`config.mk`:
```
export PLATFORM = sky130hd
export DESIGN_NAME = stp_device_flat
export DESIGN_NICKNAME = d
export VERILOG_FILES = /design/src/rtl/stp_pkg.sv /design/src/rtl/stp_if.sv /design/src/rtl/stp_sync.sv /design/src/rtl/stp_device.sv /design/src/flat_wrapper.sv
export SDC_FILE = /design/constraint.sdc
export NUM_CORES = 1
export LEC_CHECK = 0
export BUFFER_PORTS_ARGS = -buffer_cell sky130_fd_sc_hd__buf_4
export CAP_MARGIN = 20
export CORE_MARGIN = 2
export CORE_UTILIZATION = 50
export CTS_CLUSTER_DIAMETER = 60
export DETAILED_ROUTE_END_ITERATION = 10
export GPL_TIMING_DRIVEN = 0
export PLACE_DENSITY = 0.65
export SYNTH_ARGS = -nofsm -noshare
export SYNTH_HDL_FRONTEND = slang
export SYNTH_HIERARCHICAL = 1
export SYNTH_SLANG_ARGS = --single-unit
```
`constraint.sdc`:
```
create_clock -name CLOCK -period 2.71 [get_ports CLOCK]
set_input_delay 0.1355 -clock CLOCK [delete_from_list [all_inputs] [get_ports CLOCK]]
set_output_delay 0.1355 -clock CLOCK [all_outputs]
set_load 0.02 [all_outputs]
```
`src/rtl/stp_pkg.sv`:
```
package stp_pkg;
    // Clock and serial-clock timing
    localparam int STP_CLK_MHZ = 200;
    localparam int STP_SC_MAX_KHZ = 2500;
    // Half serial period in cycles, rounded up so the rate never exceeds the maximum
    localparam int STP_SC_HALF = (STP_CLK_MHZ * 1000 + 2 * STP_SC_MAX_KHZ - 1)
                                 / (2 * STP_SC_MAX_KHZ);
    localparam int STP_DIV_W = 8;

    // Frame geometry
    localparam logic [4:0] STP_SHORT_BITS = 5'd7;
    localparam logic [4:0] STP_CMD_BITS = 5'd8;
    localparam logic [4:0] STP_FRAME_BITS = 5'd16;

    // Temperature format
    localparam int STP_TEMP_W = 11;
    localparam int STP_COHERE_BIT = 4;
    localparam logic [STP_TEMP_W-1:0] STP_TEMP_RST = 11'h000;

    // Read-only register read codes
    localparam logic [7:0] STP_RD_TEMP_LO = 8'h81;
    localparam logic [7:0] STP_RD_TEMP_HI = 8'h83;
    localparam logic [7:0] STP_RD_STATUS = 8'h85;
    localparam logic [7:0] STP_RD_TACH = 8'haf;
    localparam logic [7:0] STP_RD_MAKER = 8'hfd;
    localparam logic [7:0] STP_RD_PART = 8'hff;

    // Seven-bit single-byte command codes (command byte without its last bit)
    localparam logic [6:0] STP_SHORT_ONESHOT = 7'h4f;
    localparam logic [6:0] STP_SHORT_SOFTRST = 7'h7c;

    // Writable register slots
    localparam int STP_NREG = 13;
    localparam int STP_I_CFG = 0;
    localparam int STP_I_UPPER = 5;
    localparam int STP_I_LOWER = 6;
    localparam int STP_I_SHDN = 2;
    localparam int STP_I_RELEASE = 3;
    localparam int STP_CFG_ALERT_MASK = 7;

    // Slots: cfg, fan rate, shutdown, release, fan thr, upper, lower, fan speed,
    // fan gain, tach limit, tach divisor, full scale, adc mode
    localparam logic [7:0] STP_RD_CODE [STP_NREG] = '{
        8'h87, 8'h89, 8'ha1, 8'ha3, 8'ha9, 8'h8f, 8'h91, 8'hab, 8'had, 8'hb1, 8'hbb,
        8'hbf, 8'hf5};
    localparam logic [7:0] STP_WR_CODE [STP_NREG] = '{
        8'h92, 8'h94, 8'ha4, 8'ha6, 8'hb2, 8'h9a, 8'h9c, 8'hb4, 8'hb6, 8'hb8, 8'hbc,
        8'hc0, 8'hf6};
    localparam logic [7:0] STP_RST_VAL [STP_NREG] = '{
        8'h00, 8'h02, 8'h64, 8'h5f, 8'h3c, 8'h7f, 8'hc9, 8'h00, 8'h80, 8'hff, 8'h01,
        8'hff, 8'h00};

    // Host engine states
    typedef enum logic [2:0] {STP_H_IDLE, STP_H_LOW, STP_H_HIGH, STP_H_TAIL,
                              STP_H_GAP} stp_hstate_t;
endpackage

```
`src/rtl/stp_if.sv`:
```
`timescale 1ns/1ps
interface stp_if;
    // Wires driven by the host end
    logic serial_clock;
    logic select_n;
    logic serial_data_in;
    // Device data output and its enable
    logic sdo_out;
    logic sdo_oe;
    // Resolved data line, pulled high while nobody drives it
    logic serial_data_out;
    assign serial_data_out = sdo_oe ? sdo_out : 1'b1;

    modport dev (input serial_clock, input select_n, input serial_data_in,
                 output sdo_out, output sdo_oe);
    modport host (output serial_clock, output select_n, output serial_data_in,
                  input serial_data_out);
endinterface

```
`src/rtl/stp_sync.sv`:
```
`timescale 1ns/1ps
module stp_sync #(
    parameter int W = 1,
    parameter logic [W-1:0] INIT = '0
) (
    // Clock and reset
    input wire logic clk,
    input wire logic rst_n,
    // Asynchronous inputs and their synchronised copies
    input wire logic [W-1:0] d,
    output logic [W-1:0] q
);
    // Two flip-flops per bit; the first is read only by the second
    genvar i;
    for (i = 0; i < W; i++) begin : g_bit
        logic meta_q;
        always_ff @(posedge clk or negedge rst_n) begin
            if (!rst_n) begin
                meta_q <= INIT[i];
                q[i] <= INIT[i];
            end else begin
                meta_q <= d[i];
                q[i] <= meta_q;
            end
        end
    end
endmodule

```
`src/rtl/stp_device.sv`:
```
`timescale 1ns/1ps
// What this block does
// (RULE1) Host masters clock, mode zero, 2.5 MHz
// (RULE2) Sample data on rising clock while selected
// (RULE3) Normal frame: command byte, data byte
// (RULE4) Command last bit: one read, zero write
// (RULE5) Deselected: ignore link, reset port state
// (RULE6) Read: drive MSB after eighth falling edge
// (RULE7) Read: shift remaining bits on falling edges
// (RULE8) Short read returns truncated data only
// (RULE9) Write: data on rises 9-16, commit fall 16
// (RULE10) Write cut short leaves register unchanged
// (RULE11) Host holds select until sixteenth fall
// (RULE12) Output undriven during whole write
// (RULE13) Seven-bit commands execute on seventh fall
// (RULE14) Separate read and write codes per register
// (RULE15) One-shot starts conversion; soft reset command
// (RULE16) Eleven-bit temperature split high/low bytes
// (RULE17) Low byte bit four flags coherence
// (RULE18) Host reads high byte before low
// (RULE19) Thresholds are whole-degree two's complement
// (RULE20) Alert at or above upper, below lower
// (RULE21) Shutdown flag at or above limit
// (RULE22) Thresholds reset to 127, -55, 100, 95
// (RULE23) One-shot ignored while converting
// (RULE24) Soft reset restores writable power-on values
module stp_device #(
    parameter logic [7:0] MAKER_ID = 8'h5a, // arbitrary value
    parameter logic [7:0] PART_ID = 8'ha5 // arbitrary value
) (
    // Clock and reset
    input wire logic CLOCK,
    input wire logic RST_N,
    // Serial link
    stp_if.dev LINK,
    // Measurement side
    input wire logic [stp_pkg::STP_TEMP_W-1:0] TEMP_RESULT,
    input wire logic CONV_DONE,
    input wire logic [7:0] FAULT_STATUS,
    input wire logic [7:0] TACH_PERIOD,
    output logic CONV_START,
    // Alarm and configuration outputs
    output logic ALERT,
    output logic SHUTDOWN_FLAG_OUT,
    output logic [7:0] CONFIG_BYTE
);
    import stp_pkg::*;

    logic [2:0] pins_s; // Synchronised clock, select, data
    logic sc_s; // Serial clock level
    logic sel_n_s; // Select level, active low
    logic serial_data_in_s; // Serial data level
    logic sc_prev_q; // Clock level one cycle ago
    logic sc_rise; // Rising edge while selected
    logic sc_fall; // Falling edge while selected
    logic [4:0] cnt_q; // Rising edges seen in this frame
    logic [7:0] in_sh_q; // Input shift register
    logic [7:0] cmd_q; // Captured command byte
    logic [7:0] out_sh_q; // Output shift register
    logic sdo_q; // Data out
    logic oe_q; // Data out enable
    logic wr_stb; // Commit a write this cycle
    logic short_stb; // Seven-bit command completes this cycle
    logic rd_load; // Load read data this cycle
    logic oneshot_hit; // One-shot command decoded
    logic softrst_hit; // Soft reset command decoded
    logic [7:0] regs_q [STP_NREG]; // Writable registers
    logic [STP_TEMP_W-1:0] temp_q; // Last conversion result
    logic hi_fresh_q; // High byte read since the last result or low-byte read
    logic busy_q; // Conversion in progress
    logic start_q; // Conversion start pulse
    logic alert_q; // Alert level
    logic shdn_q; // Shutdown level
    logic [7:0] rd_data; // Read multiplexer output
    logic signed [7:0] temp_int; // Whole-degree temperature

    // Pins cross into the clock domain; select idles high
    stp_sync #(.W(3), .INIT(3'b010)) u_sync (
        .clk(CLOCK),
        .rst_n(RST_N),
        .d({LINK.serial_clock, LINK.select_n, LINK.serial_data_in}),
        .q(pins_s)
    );
    assign sc_s = pins_s[2];
    assign sel_n_s = pins_s[1];
    assign serial_data_in_s = pins_s[0];

    // Previous clock level for edge detection
    always_ff @(posedge CLOCK or negedge RST_N) begin
        if (!RST_N) begin
            sc_prev_q <= 1'b0;
        end else begin
            sc_prev_q <= sc_s;
        end
    end

    // (RULE5) edges only while selected
    assign sc_rise = sc_s & ~sc_prev_q & ~sel_n_s;
    assign sc_fall = ~sc_s & sc_prev_q & ~sel_n_s;

    // Strobes decoded from edge and bit position
    // (RULE9) commit on sixteenth fall only
    // (RULE10) cut writes never commit
    assign wr_stb = sc_fall && (cnt_q == STP_FRAME_BITS) && !cmd_q[0];
    // (RULE13) seventh fall executes short commands
    assign short_stb = sc_fall && (cnt_q == STP_SHORT_BITS);
    // (RULE4) last bit one means read
    assign rd_load = sc_fall && (cnt_q == STP_CMD_BITS) && cmd_q[0];
    // (RULE15) short command decode
    assign oneshot_hit = short_stb && (in_sh_q[6:0] == STP_SHORT_ONESHOT);
    assign softrst_hit = short_stb && (in_sh_q[6:0] == STP_SHORT_SOFTRST);

    // Bit counter and input shifting
    always_ff @(posedge CLOCK or negedge RST_N) begin
        if (!RST_N) begin
            cnt_q <= 5'd0;
            in_sh_q <= 8'h00;
            cmd_q <= 8'h00;
        end else if (sel_n_s) begin
            // (RULE5) deselect resets the port
            cnt_q <= 5'd0;
        end else if (sc_rise && cnt_q != STP_FRAME_BITS) begin
            // (RULE3) count stops at sixteen
            // (RULE2) sample on rising edge
            cnt_q <= cnt_q + 5'd1;
            in_sh_q <= {in_sh_q[6:0], serial_data_in_s};
            if (cnt_q == STP_CMD_BITS - 5'd1) begin
                // Command byte complete on eighth rise
                cmd_q <= {in_sh_q[6:0], serial_data_in_s};
            end
        end
    end

    // Data output path
    always_ff @(posedge CLOCK or negedge RST_N) begin
        if (!RST_N) begin
            sdo_q <= 1'b1;
            oe_q <= 1'b0;
            out_sh_q <= 8'h00;
        end else if (sel_n_s) begin
            // (RULE12) released when deselected and during writes
            oe_q <= 1'b0;
        end else if (rd_load) begin
            // (RULE6) MSB driven after eighth fall
            oe_q <= 1'b1;
            sdo_q <= rd_data[7];
            out_sh_q <= {rd_data[6:0], 1'b0};
        end else if (sc_fall && oe_q && cnt_q < STP_FRAME_BITS) begin
            // (RULE7) next bit on each falling edge
            sdo_q <= out_sh_q[7];
            out_sh_q <= {out_sh_q[6:0], 1'b0};
        end
    end
    assign LINK.sdo_out = sdo_q;
    assign LINK.sdo_oe = oe_q;

    // Writable registers, one slot per register
    always_ff @(posedge CLOCK or negedge RST_N) begin
        if (!RST_N) begin
            // (RULE22) threshold power-on values
            for (int i = 0; i < STP_NREG; i++) begin
                regs_q[i] <= STP_RST_VAL[i];
            end
        end else if (softrst_hit) begin
            // (RULE24) soft reset restores defaults
            for (int i = 0; i < STP_NREG; i++) begin
                regs_q[i] <= STP_RST_VAL[i];
            end
        end else if (wr_stb) begin
            // (RULE14) own write code per register
            for (int i = 0; i < STP_NREG; i++) begin
                if (cmd_q == STP_WR_CODE[i]) begin
                    regs_q[i] <= in_sh_q;
                end
            end
        end
    end

    // Conversion request and busy tracking
    always_ff @(posedge CLOCK or negedge RST_N) begin
        if (!RST_N) begin
            busy_q <= 1'b0;
            start_q <= 1'b0;
        end else begin
            // (RULE23) one-shot ignored while busy
            start_q <= oneshot_hit && !busy_q;
            if (oneshot_hit && !busy_q) begin
                busy_q <= 1'b1;
            end else if (CONV_DONE) begin
                busy_q <= 1'b0;
            end
        end
    end

    // Temperature result and coherence tracking
    always_ff @(posedge CLOCK or negedge RST_N) begin
        if (!RST_N) begin
            temp_q <= STP_TEMP_RST;
            hi_fresh_q <= 1'b0;
        end else if (CONV_DONE) begin
            // (RULE16) new result invalidates pairing
            temp_q <= TEMP_RESULT;
            hi_fresh_q <= 1'b0;
        end else if (rd_load && cmd_q == STP_RD_TEMP_HI) begin
            // (RULE17) high byte read first
            hi_fresh_q <= 1'b1;
        end else if (rd_load && cmd_q == STP_RD_TEMP_LO) begin
            hi_fresh_q <= 1'b0;
        end
    end

    // Read multiplexer
    always_comb begin
        rd_data = 8'h00;
        case (cmd_q)
            // (RULE16) sign and upper seven bits
            STP_RD_TEMP_HI: rd_data = temp_q[10:3];
            // (RULE17) three low bits plus coherence flag
            STP_RD_TEMP_LO: rd_data = {temp_q[2:0], ~hi_fresh_q, 4'h0};
            STP_RD_STATUS: rd_data = FAULT_STATUS;
            STP_RD_TACH: rd_data = TACH_PERIOD;
            STP_RD_MAKER: rd_data = MAKER_ID;
            STP_RD_PART: rd_data = PART_ID;
            default: begin
                for (int i = 0; i < STP_NREG; i++) begin
                    if (cmd_q == STP_RD_CODE[i]) begin
                        rd_data = regs_q[i];
                    end
                end
            end
        endcase
    end

    // (RULE19) whole-degree comparisons
    assign temp_int = $signed(temp_q[10:3]);

    // Alarm comparisons against thresholds
    always_ff @(posedge CLOCK or negedge RST_N) begin
        if (!RST_N) begin
            alert_q <= 1'b0;
            shdn_q <= 1'b0;
        end else begin
            // (RULE20) upper inclusive, lower strict
            alert_q <= !regs_q[STP_I_CFG][STP_CFG_ALERT_MASK] &&
                       ((temp_int >= $signed(regs_q[STP_I_UPPER])) ||
                        (temp_int < $signed(regs_q[STP_I_LOWER])));
            // (RULE21) set at limit, clear below release
            if (temp_int >= $signed(regs_q[STP_I_SHDN])) begin
                shdn_q <= 1'b1;
            end else if (temp_int < $signed(regs_q[STP_I_RELEASE])) begin
                shdn_q <= 1'b0;
            end
        end
    end

    // Registered user-side outputs
    always_ff @(posedge CLOCK or negedge RST_N) begin
        if (!RST_N) begin
            CONFIG_BYTE <= STP_RST_VAL[STP_I_CFG];
        end else begin
            CONFIG_BYTE <= regs_q[STP_I_CFG];
        end
    end
    assign CONV_START = start_q;
    assign ALERT = alert_q;
    assign SHUTDOWN_FLAG_OUT = shdn_q;
endmodule

```
`src/flat_wrapper.sv`:
```
// flat-port wrapper written by rule: the top's interface ports become plain ports
module stp_device_flat import stp_pkg::*;
#(
    parameter logic [7:0] MAKER_ID = 8'h5a,                   
    parameter logic [7:0] PART_ID = 8'ha5                   
)
  (CLOCK, RST_N, TEMP_RESULT, CONV_DONE, FAULT_STATUS, TACH_PERIOD, CONV_START, ALERT, SHUTDOWN_FLAG_OUT, CONFIG_BYTE, LINK_serial_clock, LINK_select_n, LINK_serial_data_in, LINK_sdo_out, LINK_sdo_oe);
  stp_if LINK_i ();
  input wire logic CLOCK;
  input wire logic RST_N;
  input wire logic [stp_pkg::STP_TEMP_W-1:0] TEMP_RESULT;
  input wire logic CONV_DONE;
  input wire logic [7:0] FAULT_STATUS;
  input wire logic [7:0] TACH_PERIOD;
  output logic CONV_START;
  output logic ALERT;
  output logic SHUTDOWN_FLAG_OUT;
  output logic [7:0] CONFIG_BYTE;
  input wire logic [$bits(LINK_i.serial_clock)-1:0] LINK_serial_clock;
  input wire logic [$bits(LINK_i.select_n)-1:0] LINK_select_n;
  input wire logic [$bits(LINK_i.serial_data_in)-1:0] LINK_serial_data_in;
  output wire logic [$bits(LINK_i.sdo_out)-1:0] LINK_sdo_out;
  output wire logic [$bits(LINK_i.sdo_oe)-1:0] LINK_sdo_oe;
  assign LINK_i.serial_clock = LINK_serial_clock;
  assign LINK_i.select_n = LINK_select_n;
  assign LINK_i.serial_data_in = LINK_serial_data_in;
  assign LINK_sdo_out = LINK_i.sdo_out;
  assign LINK_sdo_oe = LINK_i.sdo_oe;
  stp_device #(.MAKER_ID(MAKER_ID), .PART_ID(PART_ID)) u_core (.CLOCK(CLOCK), .RST_N(RST_N), .LINK(LINK_i), .TEMP_RESULT(TEMP_RESULT), .CONV_DONE(CONV_DONE), .FAULT_STATUS(FAULT_STATUS), .TACH_PERIOD(TACH_PERIOD), .CONV_START(CONV_START), .ALERT(ALERT), .SHUTDOWN_FLAG_OUT(SHUTDOWN_FLAG_OUT), .CONFIG_BYTE(CONFIG_BYTE));
endmodule
```
==> impl_metrics.json, run 1 <==
{
  "max_freq_mhz": 353,
  "grt_usage_pct": 32.6,
  "hold_class": "in -> reg",
  "grt_max_degree": 96,
  "drt-wirelength-per-cell_um": 24.6,
  "die_area_mm2": 0.0187,
  "h-tree-depth": 4,
  "powerDensity_mw_per_mm2": 548,
  "layout_common_cells": "dfrtp_1 (119), nor2_1 (88), nand2_1 (73)",
  "postRouteAntennaNets": 0,
  "end_kind": "flop",
  "synth-edff-count": 0,
  "antenna_found_initial": 1,
  "post-route-drc-count": 0,
  "yosys.area.top_type": "dfrtp_1",
  "syn_inst": 869,
  "nets": 1020,
  "drt_pass1_iterations": 7,
  "p_leak_nw": 4.62,
  "fp-row-count": 48,
  "setup_viol": 2,
  "cp.required_ns": 3.08,
  "insertion_delay_ns": 0.43,
  "outcome": "finished with violations",
  "drtIter0Drc": 800,
  "cts_tree": "yes",
  "period_needed_ns": 2.83,
  "clk_pin_slew_worst_paths_ns": 0.07,
  "rsz0062_at_grt": "yes",
  "peakVddDrop_uv": 463,
  "filler_cell_count": 1446,
  "cp-start-kind": "flop",
  "ys_seq_elements": 165,
  "io_pins": 46,
  "yosysSeqAreaShare_pct": 47.6,
  "crit_arrival_ns": 3.20,
  "critPathMaxFanout": 10,
  "slew_violations": 0,
  "reg2reg_slack_ns": -0.12,
  "core_area_mm2": 0.0172,
  "min_path_cells": 4,
  "slew_headroom_pct": 23.9,
  "wl_met1_mm": 12.8,
  "hold_viol": 0,
  "drt_wl_total_mm": 29.4,
  "p_clk_share_pct": 42.7,
  "worst_hold_startpoint": "FAULT_STATUS[0]",
  "clockBufferDepth": 2,
  "fin_skew_ns": 0.0123,
  "synthArstFlopShare_pct": 100,
  "r2r_end": "u_core/out_sh_q[1]",
  "gp_congestion": 1.01,
  "fin_ws_ns": -0.125,
  "route.met3.wl_mm": 2.34,
  "ff2ff_path_depth": 7,
  "synthesis.area_mm2": 0.00879,
  "hold_end": "u_core/out_sh_q[1]",
  "numPortBuffers": 45,
  "syn-num-nets": 934,
  "highest_layer": "met4",
  "p_sw_share_pct": 27.7,
  "synthTopCellsByArea": "dfrtp_1 (34%), dfstp_2 (14%), mux2i_1 (5.8%)",
  "start_util_pct": 51.0,
  "fin_setup_tns_ns": -0.176,
  "period_share_pct": 105,
  "comb_power_share_pct": 10.5,
  "cts_buffers": 17,
  "root_buffer": "clkbuf_16",
  "p_seq_share_pct": 46.8,
  "grt_pass1_wl_mm": 43.7,
  "met2_length_mm": 12.9,
  "die_w_um": 137,
  "synth_warnings": 6,
  "r2r-start": "u_core/cmd_q[2]",
  "cap_violations": 0,
  "syn_avg_cell_area_um2": 10.1,
  "ys.flop_type": "dfrtp_1",
  "place_ws_ns": -0.579,
  "yosys.cell_types.count": 78,
  "overflow": 0,
  "layout-drive-gt1-share_pct": 25.0,
  "violations": "setup timing",
  "dpl.hpwl_mm": 20.8,
  "criticalPathCategory": "reg -> reg",
  "cts_sinks": 165,
  "drt-vias-per-instance": 6.26,
  "worst-slew-pin-transition_ns": 1.14,
  "synth_top_area_share_pct": 33.9,
  "area_delta_synth_final_pct": 18.5,
  "die_h_um": 137,
  "first_global_vias": 7202,
  "vias": 7480,
  "p_int_mw": 4.13,
  "p_switching_mw": 1.59,
  "final_common_cell": "dfrtp_1"
}
## worst max-delay path: stages (launching register included)
cell and delay, ns:
dfrtp_1 0.39, buf_2 0.18, nor4b_2 0.97, and2_1 0.38, a221o_1 0.17, a21oi_1 0.08
o2111ai_1 0.38, a32o_1 0.23
## per-layer routing
layer / GRT usage, % / vias to the layer above
met3: 7.22 / 80
met5: 0 / -
met1: 45.7 / 3707
met2: 47.9 / 373
li1: - / 3320
met4: 15.7 / 0
## synth_stat cells, types with 3 or more instances
library cell	number
a21oi_1	38
and2_1	3
and4b_1	3
xor2_1	4
dfrtp_1	119
a221oi_1	7
and4_1	4
mux2i_1	51
nor4bb_1	4
nor2b_1	4
o221ai_1	5
mux2_2	42
a21o_1	9
or2_2	3
a31oi_1	4
a32oi_1	3
nor2_1	91
buf_1	4
inv_1	38
o21a_1	5
o211ai_1	12
nand2_1	75
nand4_1	6
nand4bb_1	5
ha_1	32
nor3_1	14
a221o_1	5
nor3b_1	4
dfstp_2	46
buf_2	18
nand2b_1	9
o22ai_1	12
a22oi_1	18
nor3_2	3
nand3_1	24
nand4b_1	3
clkbuf_1	33
a211oi_1	3
nor4_1	4
a222oi_1	3
o21ai_0	48
## sequential cells by signal, summed over array words and instances (netlist names)
signal	count
u_core/cmd_q	8
u_core/u_sync/q	3
u_core/regs_q	104
u_core/in_sh_q	8
u_core/CONV_START	1
u_core/ALERT	1
u_core/SHUTDOWN_FLAG_OUT	1
u_core/sc_prev_q	1
u_core/LINK.sdo_oe	1
u_core/temp_q	11
u_core/out_sh_q	7
u_core/LINK.sdo_out	1
u_core/cnt_q	5
u_core/CONFIG_BYTE	8
u_core/u_sync/g_bit.meta_q	3
u_core/busy_q	1
u_core/hi_fresh_q	1
## per-stage QoR
stage	power [mW]	cell area, um^2	util (%)	hold slack (ns)	instances
2_1_floorplan	2.89	8790	-	-0.160	869
3_3_place_gp	3.25	9410	54.6	0.244	1139
3_5_place_dp	3.27	9460	54.9	0.126	1141
4_1_cts	5.72	10300	59.7	0.143	1190
5_1_grt	5.89	10400	60.4	0.163	1193
6_report	5.71	10400	60.4	0.151	1194
## power by group through the flow
stage | combinational [mW] | sequential (mW) | clock (mW)
floorplan | 0.265 | 2.63 | 0
global placement | 0.570 | 2.68 | 0
detailed placement | 0.586 | 2.68 | 0
CTS | 0.583 | 2.67 | 2.47
global route | 0.633 | 2.68 | 2.58
finish | 0.602 | 2.67 | 2.44
## layout make-up
type	count	area, um^2	area share, %
Tap cell	225	282	2.70
Inverter	39	148	1.42
Buffer	53	264	2.53
Timing Repair Buffer	70	601	5.76
Clock inverter	11	125	1.20
Multi-Input combinational cell	609	4350	41.8
Clock buffer	21	460	4.42
Antenna cell	1	2.50	0.0240
Sequential cell	165	4190	40.2
## worst max-delay path by stage
| stage | startpoint | end | slack [ns] | depth (start not counted) |
|---|---|---|---|---|
| finish | u_core/cmd_q[2] | u_core/out_sh_q[1] | -0.12 | 7 |
| global route | u_core/cmd_q[3] | u_core/out_sh_q[1] | -0.1 | 8 |
| CTS | u_core/cmd_q[7] | u_core/out_sh_q[7] | 0.002 | 8 |
| detailed placement | u_core/in_sh_q[1] | u_core/regs_q[33] | -0.58 | 8 |
| global placement | u_core/in_sh_q[0] | u_core/regs_q[13] | -0.90 | 7 |
| floorplan | u_core/cnt_q[0] | u_core/regs_q[10] | 0.35 | 6 |
## timing repair
| action | in CTS | in global routing |
|---|---|---|
| resized for setup | 19 | 35 |
| hold buffers | 19 | 0 |
| endpoints found under the setup margin | 85 | 85 |
| endpoints found under the hold margin | 68 | 0 |
| pin swaps | 0 | 4 |
| buffers inserted | 0 | 4 |
## logic make-up after synthesis
logic type,synth area share [%]
AOI/OAI and AO/OA,14.7
xor gates and xnor gates,0.498
adders and majority gates,4.55
buffers and inverters,4.33
DFF,47.6
muxes,11.7
and+or+nand+nor,16.7
No activity file was read; power rests on OpenSTA's default activity.
==> run 2: changes to the inputs <==
--- a/config.mk
+++ b/config.mk
@@ -7,7 +7,7 @@
 export LEC_CHECK = 0
 export BUFFER_PORTS_ARGS = -buffer_cell sky130_fd_sc_hd__buf_4
 export CAP_MARGIN = 20
-export CORE_MARGIN = 2
+export CORE_MARGIN = 3
 export CORE_UTILIZATION = 50
 export CTS_CLUSTER_DIAMETER = 60
 export DETAILED_ROUTE_END_ITERATION = 10
==> run 2 against run 1 <==
  * The flow now finishes without violations
  * Sequential power barely moved
  * Flip-flop and latch count unchanged
  * Non-clock buffer count fell by 5
  * Via count is 1.7% higher
  * Critical path type unchanged
==> impl_metrics.json, run 2 (same netlist as run 1, synthesis figures left out) <==
{
  "cts_sinks": 165,
  "critPathMaxFanout": 10,
  "cts_buffers": 17,
  "insertion_delay_ns": 0.44,
  "grt_usage_pct": 31.8,
  "drt_pass1_iterations": 5,
  "slew_headroom_pct": 32.6,
  "place_ws_ns": -0.556,
  "reg2reg_slack_ns": 0.004,
  "stdcell_area_mm2": 0.0104,
  "drt-vias-per-instance": 6.43,
  "cap_violations": 0,
  "hold_class": "in -> reg",
  "post-route-drc-count": 0,
  "slew_violations": 0,
  "grt_pass1_wl_mm": 46.0,
  "postRouteAntennaNets": 0,
  "io_pins": 46,
  "cp.required_ns": 3.08,
  "r2r_end": "u_core/regs_q[13]",
  "dpl.hpwl_mm": 21.7,
  "start_util_pct": 52.1,
  "ff2ff_path_depth": 7,
  "numPortBuffers": 45,
  "rsz0062_at_grt": "yes",
  "powerDensity_mw_per_mm2": 545,
  "criticalPathCategory": "reg -> reg",
  "peakVddDrop_uv": 449,
  "fin_hold_ws_ns": 0.129,
  "overflow": 0,
  "hold_viol": 0,
  "max_freq_mhz": 370,
  "crit_arrival_ns": 3.07,
  "p_leak_nw": 4.56,
  "fin_ws_ns": 0.00367,
  "nets": 1015,
  "die_h_um": 139,
  "final_common_cell": "dfrtp_1",
  "drt_wl_total_mm": 30.4,
  "fp-row-count": 47,
  "endpoint": "u_core/regs_q[13]",
  "vias": 7610,
  "setup_viol": 0,
  "fin_skew_ns": 0.0144,
  "grt_max_degree": 87,
  "end_kind": "flop",
  "dp_cells": 1136,
  "worst-slew-pin-transition_ns": 1.01,
  "placed_cell_area_mm2": 0.00945,
  "outcome": "finished, final reports clean",
  "cp-start-kind": "flop",
  "layout.cells.non_filler": 1183,
  "root_buffer": "clkbuf_16",
  "layout-drive-gt1-share_pct": 24.9,
  "filler_cell_count": 1440,
  "die_area_mm2": 0.0192,
  "min_path_cells": 4,
  "crit_start": "u_core/in_sh_q[0]",
  "core_area_mm2": 0.0169,
  "largest_reg_flops": 104,
  "area_delta_synth_final_pct": 17.8,
  "layout_common_cells": "dfrtp_1 (119), nor2_1 (89), nand2_1 (74)",
  "first_global_vias": 7580,
  "clockBufferDepth": 2,
  "r2r-start": "u_core/in_sh_q[0]",
  "max_flop_register": "u_core/regs_q",
  "top_regs": "u_core/regs_q: 104 flops, u_core/temp_q: 11 flops",
  "die_w_um": 139,
  "cts_setup_buffers": 0,
  "h-tree-depth": 4,
  "drtIter0Drc": 835,
  "diodes": 0,
  "period_needed_ns": 2.71,
  "gp_congestion": 0.973,
  "cts_tree": "yes",
  "antenna_found_initial": 0,
  "drt-wirelength-per-cell_um": 25.7,
  "period_share_pct": 99.9,
  "clk_pin_slew_worst_paths_ns": 0.07
}
-- run 2: how the worst min path moves through the flow --
stage / start / to / slack, ns
global route: FAULT_STATUS[0] / u_core/out_sh_q[1] / 0.15
detailed placement: RST_N / u_core/CONFIG_BYTE[4] / 0.15
CTS: FAULT_STATUS[0] / u_core/out_sh_q[1] / 0.12
finish: FAULT_STATUS[0] / u_core/out_sh_q[1] / 0.13
global placement: LINK_select_n / u_core/u_sync/g_bit[1].meta_q / 0.24
floorplan: RST_N / u_core/ALERT / -0.16
-- run 2: layout make-up --
type | count | area [um^2] | share of cell area (%)
Clock inverter | 10 | 97.6 | 0.942
Clock buffer | 22 | 464 | 4.48
Timing Repair Buffer | 66 | 571 | 5.51
Sequential cell | 165 | 4190 | 40.4
Multi-Input combinational cell | 609 | 4370 | 42.1
Inverter | 39 | 148 | 1.43
Buffer | 52 | 253 | 2.44
Tap cell | 220 | 275 | 2.66
-- run 2: layer usage --
metal / vias up / GRT usage, % / wire [um]
li1: 3297 / - / -
met2: 371 / 50.2 / 14100
met4: 0 / 15.0 / 1280
met5: - / 0 / 0
met3: 93 / 5.34 / 2340
met1: 3849 / 43.0 / 12700
-- run 2: worst max-delay path: stages (launching register included) --
cell and delay [ns]:
dfrtp_1 0.62, inv_1 0.56, nand4_1 0.27, nor4_2 0.33
buf_4 0.25, or2_1 0.11, buf_2 0.14, mux2_2 0.34
-- run 2: stage by stage --
step	util [%]	total power, mW	TNS [ns]
2_1_floorplan	-	2.89	0
3_3_place_gp	55.7	3.26	-25.16
3_5_place_dp	56.0	3.28	-18.52
4_1_cts	60.8	5.65	-0.0545
5_1_grt	61.4	5.81	-0.189
6_report	61.4	5.64	0
-- run 2: power by group --
| part | leakage [nW] | internal, mW | total [mW] | switching (mW) |
|---|---|---|---|---|
| combinational | 2.23 | 0.191 | 0.607 | 0.415 |
| clock | 0.268 | 1.32 | 2.36 | 1.04 |
| sequential | 2.06 | 2.53 | 2.67 | 0.145 |
-- run 2: repair_timing --
action | in CTS | in global routing
pin swaps | 1 | 0
endpoints found under the setup margin | 89 | 58
hold endpoints to repair | 71 | 0
gates cloned | 0 | 0
gates resized for setup | 17 | 38
hold buffers | 19 | 0
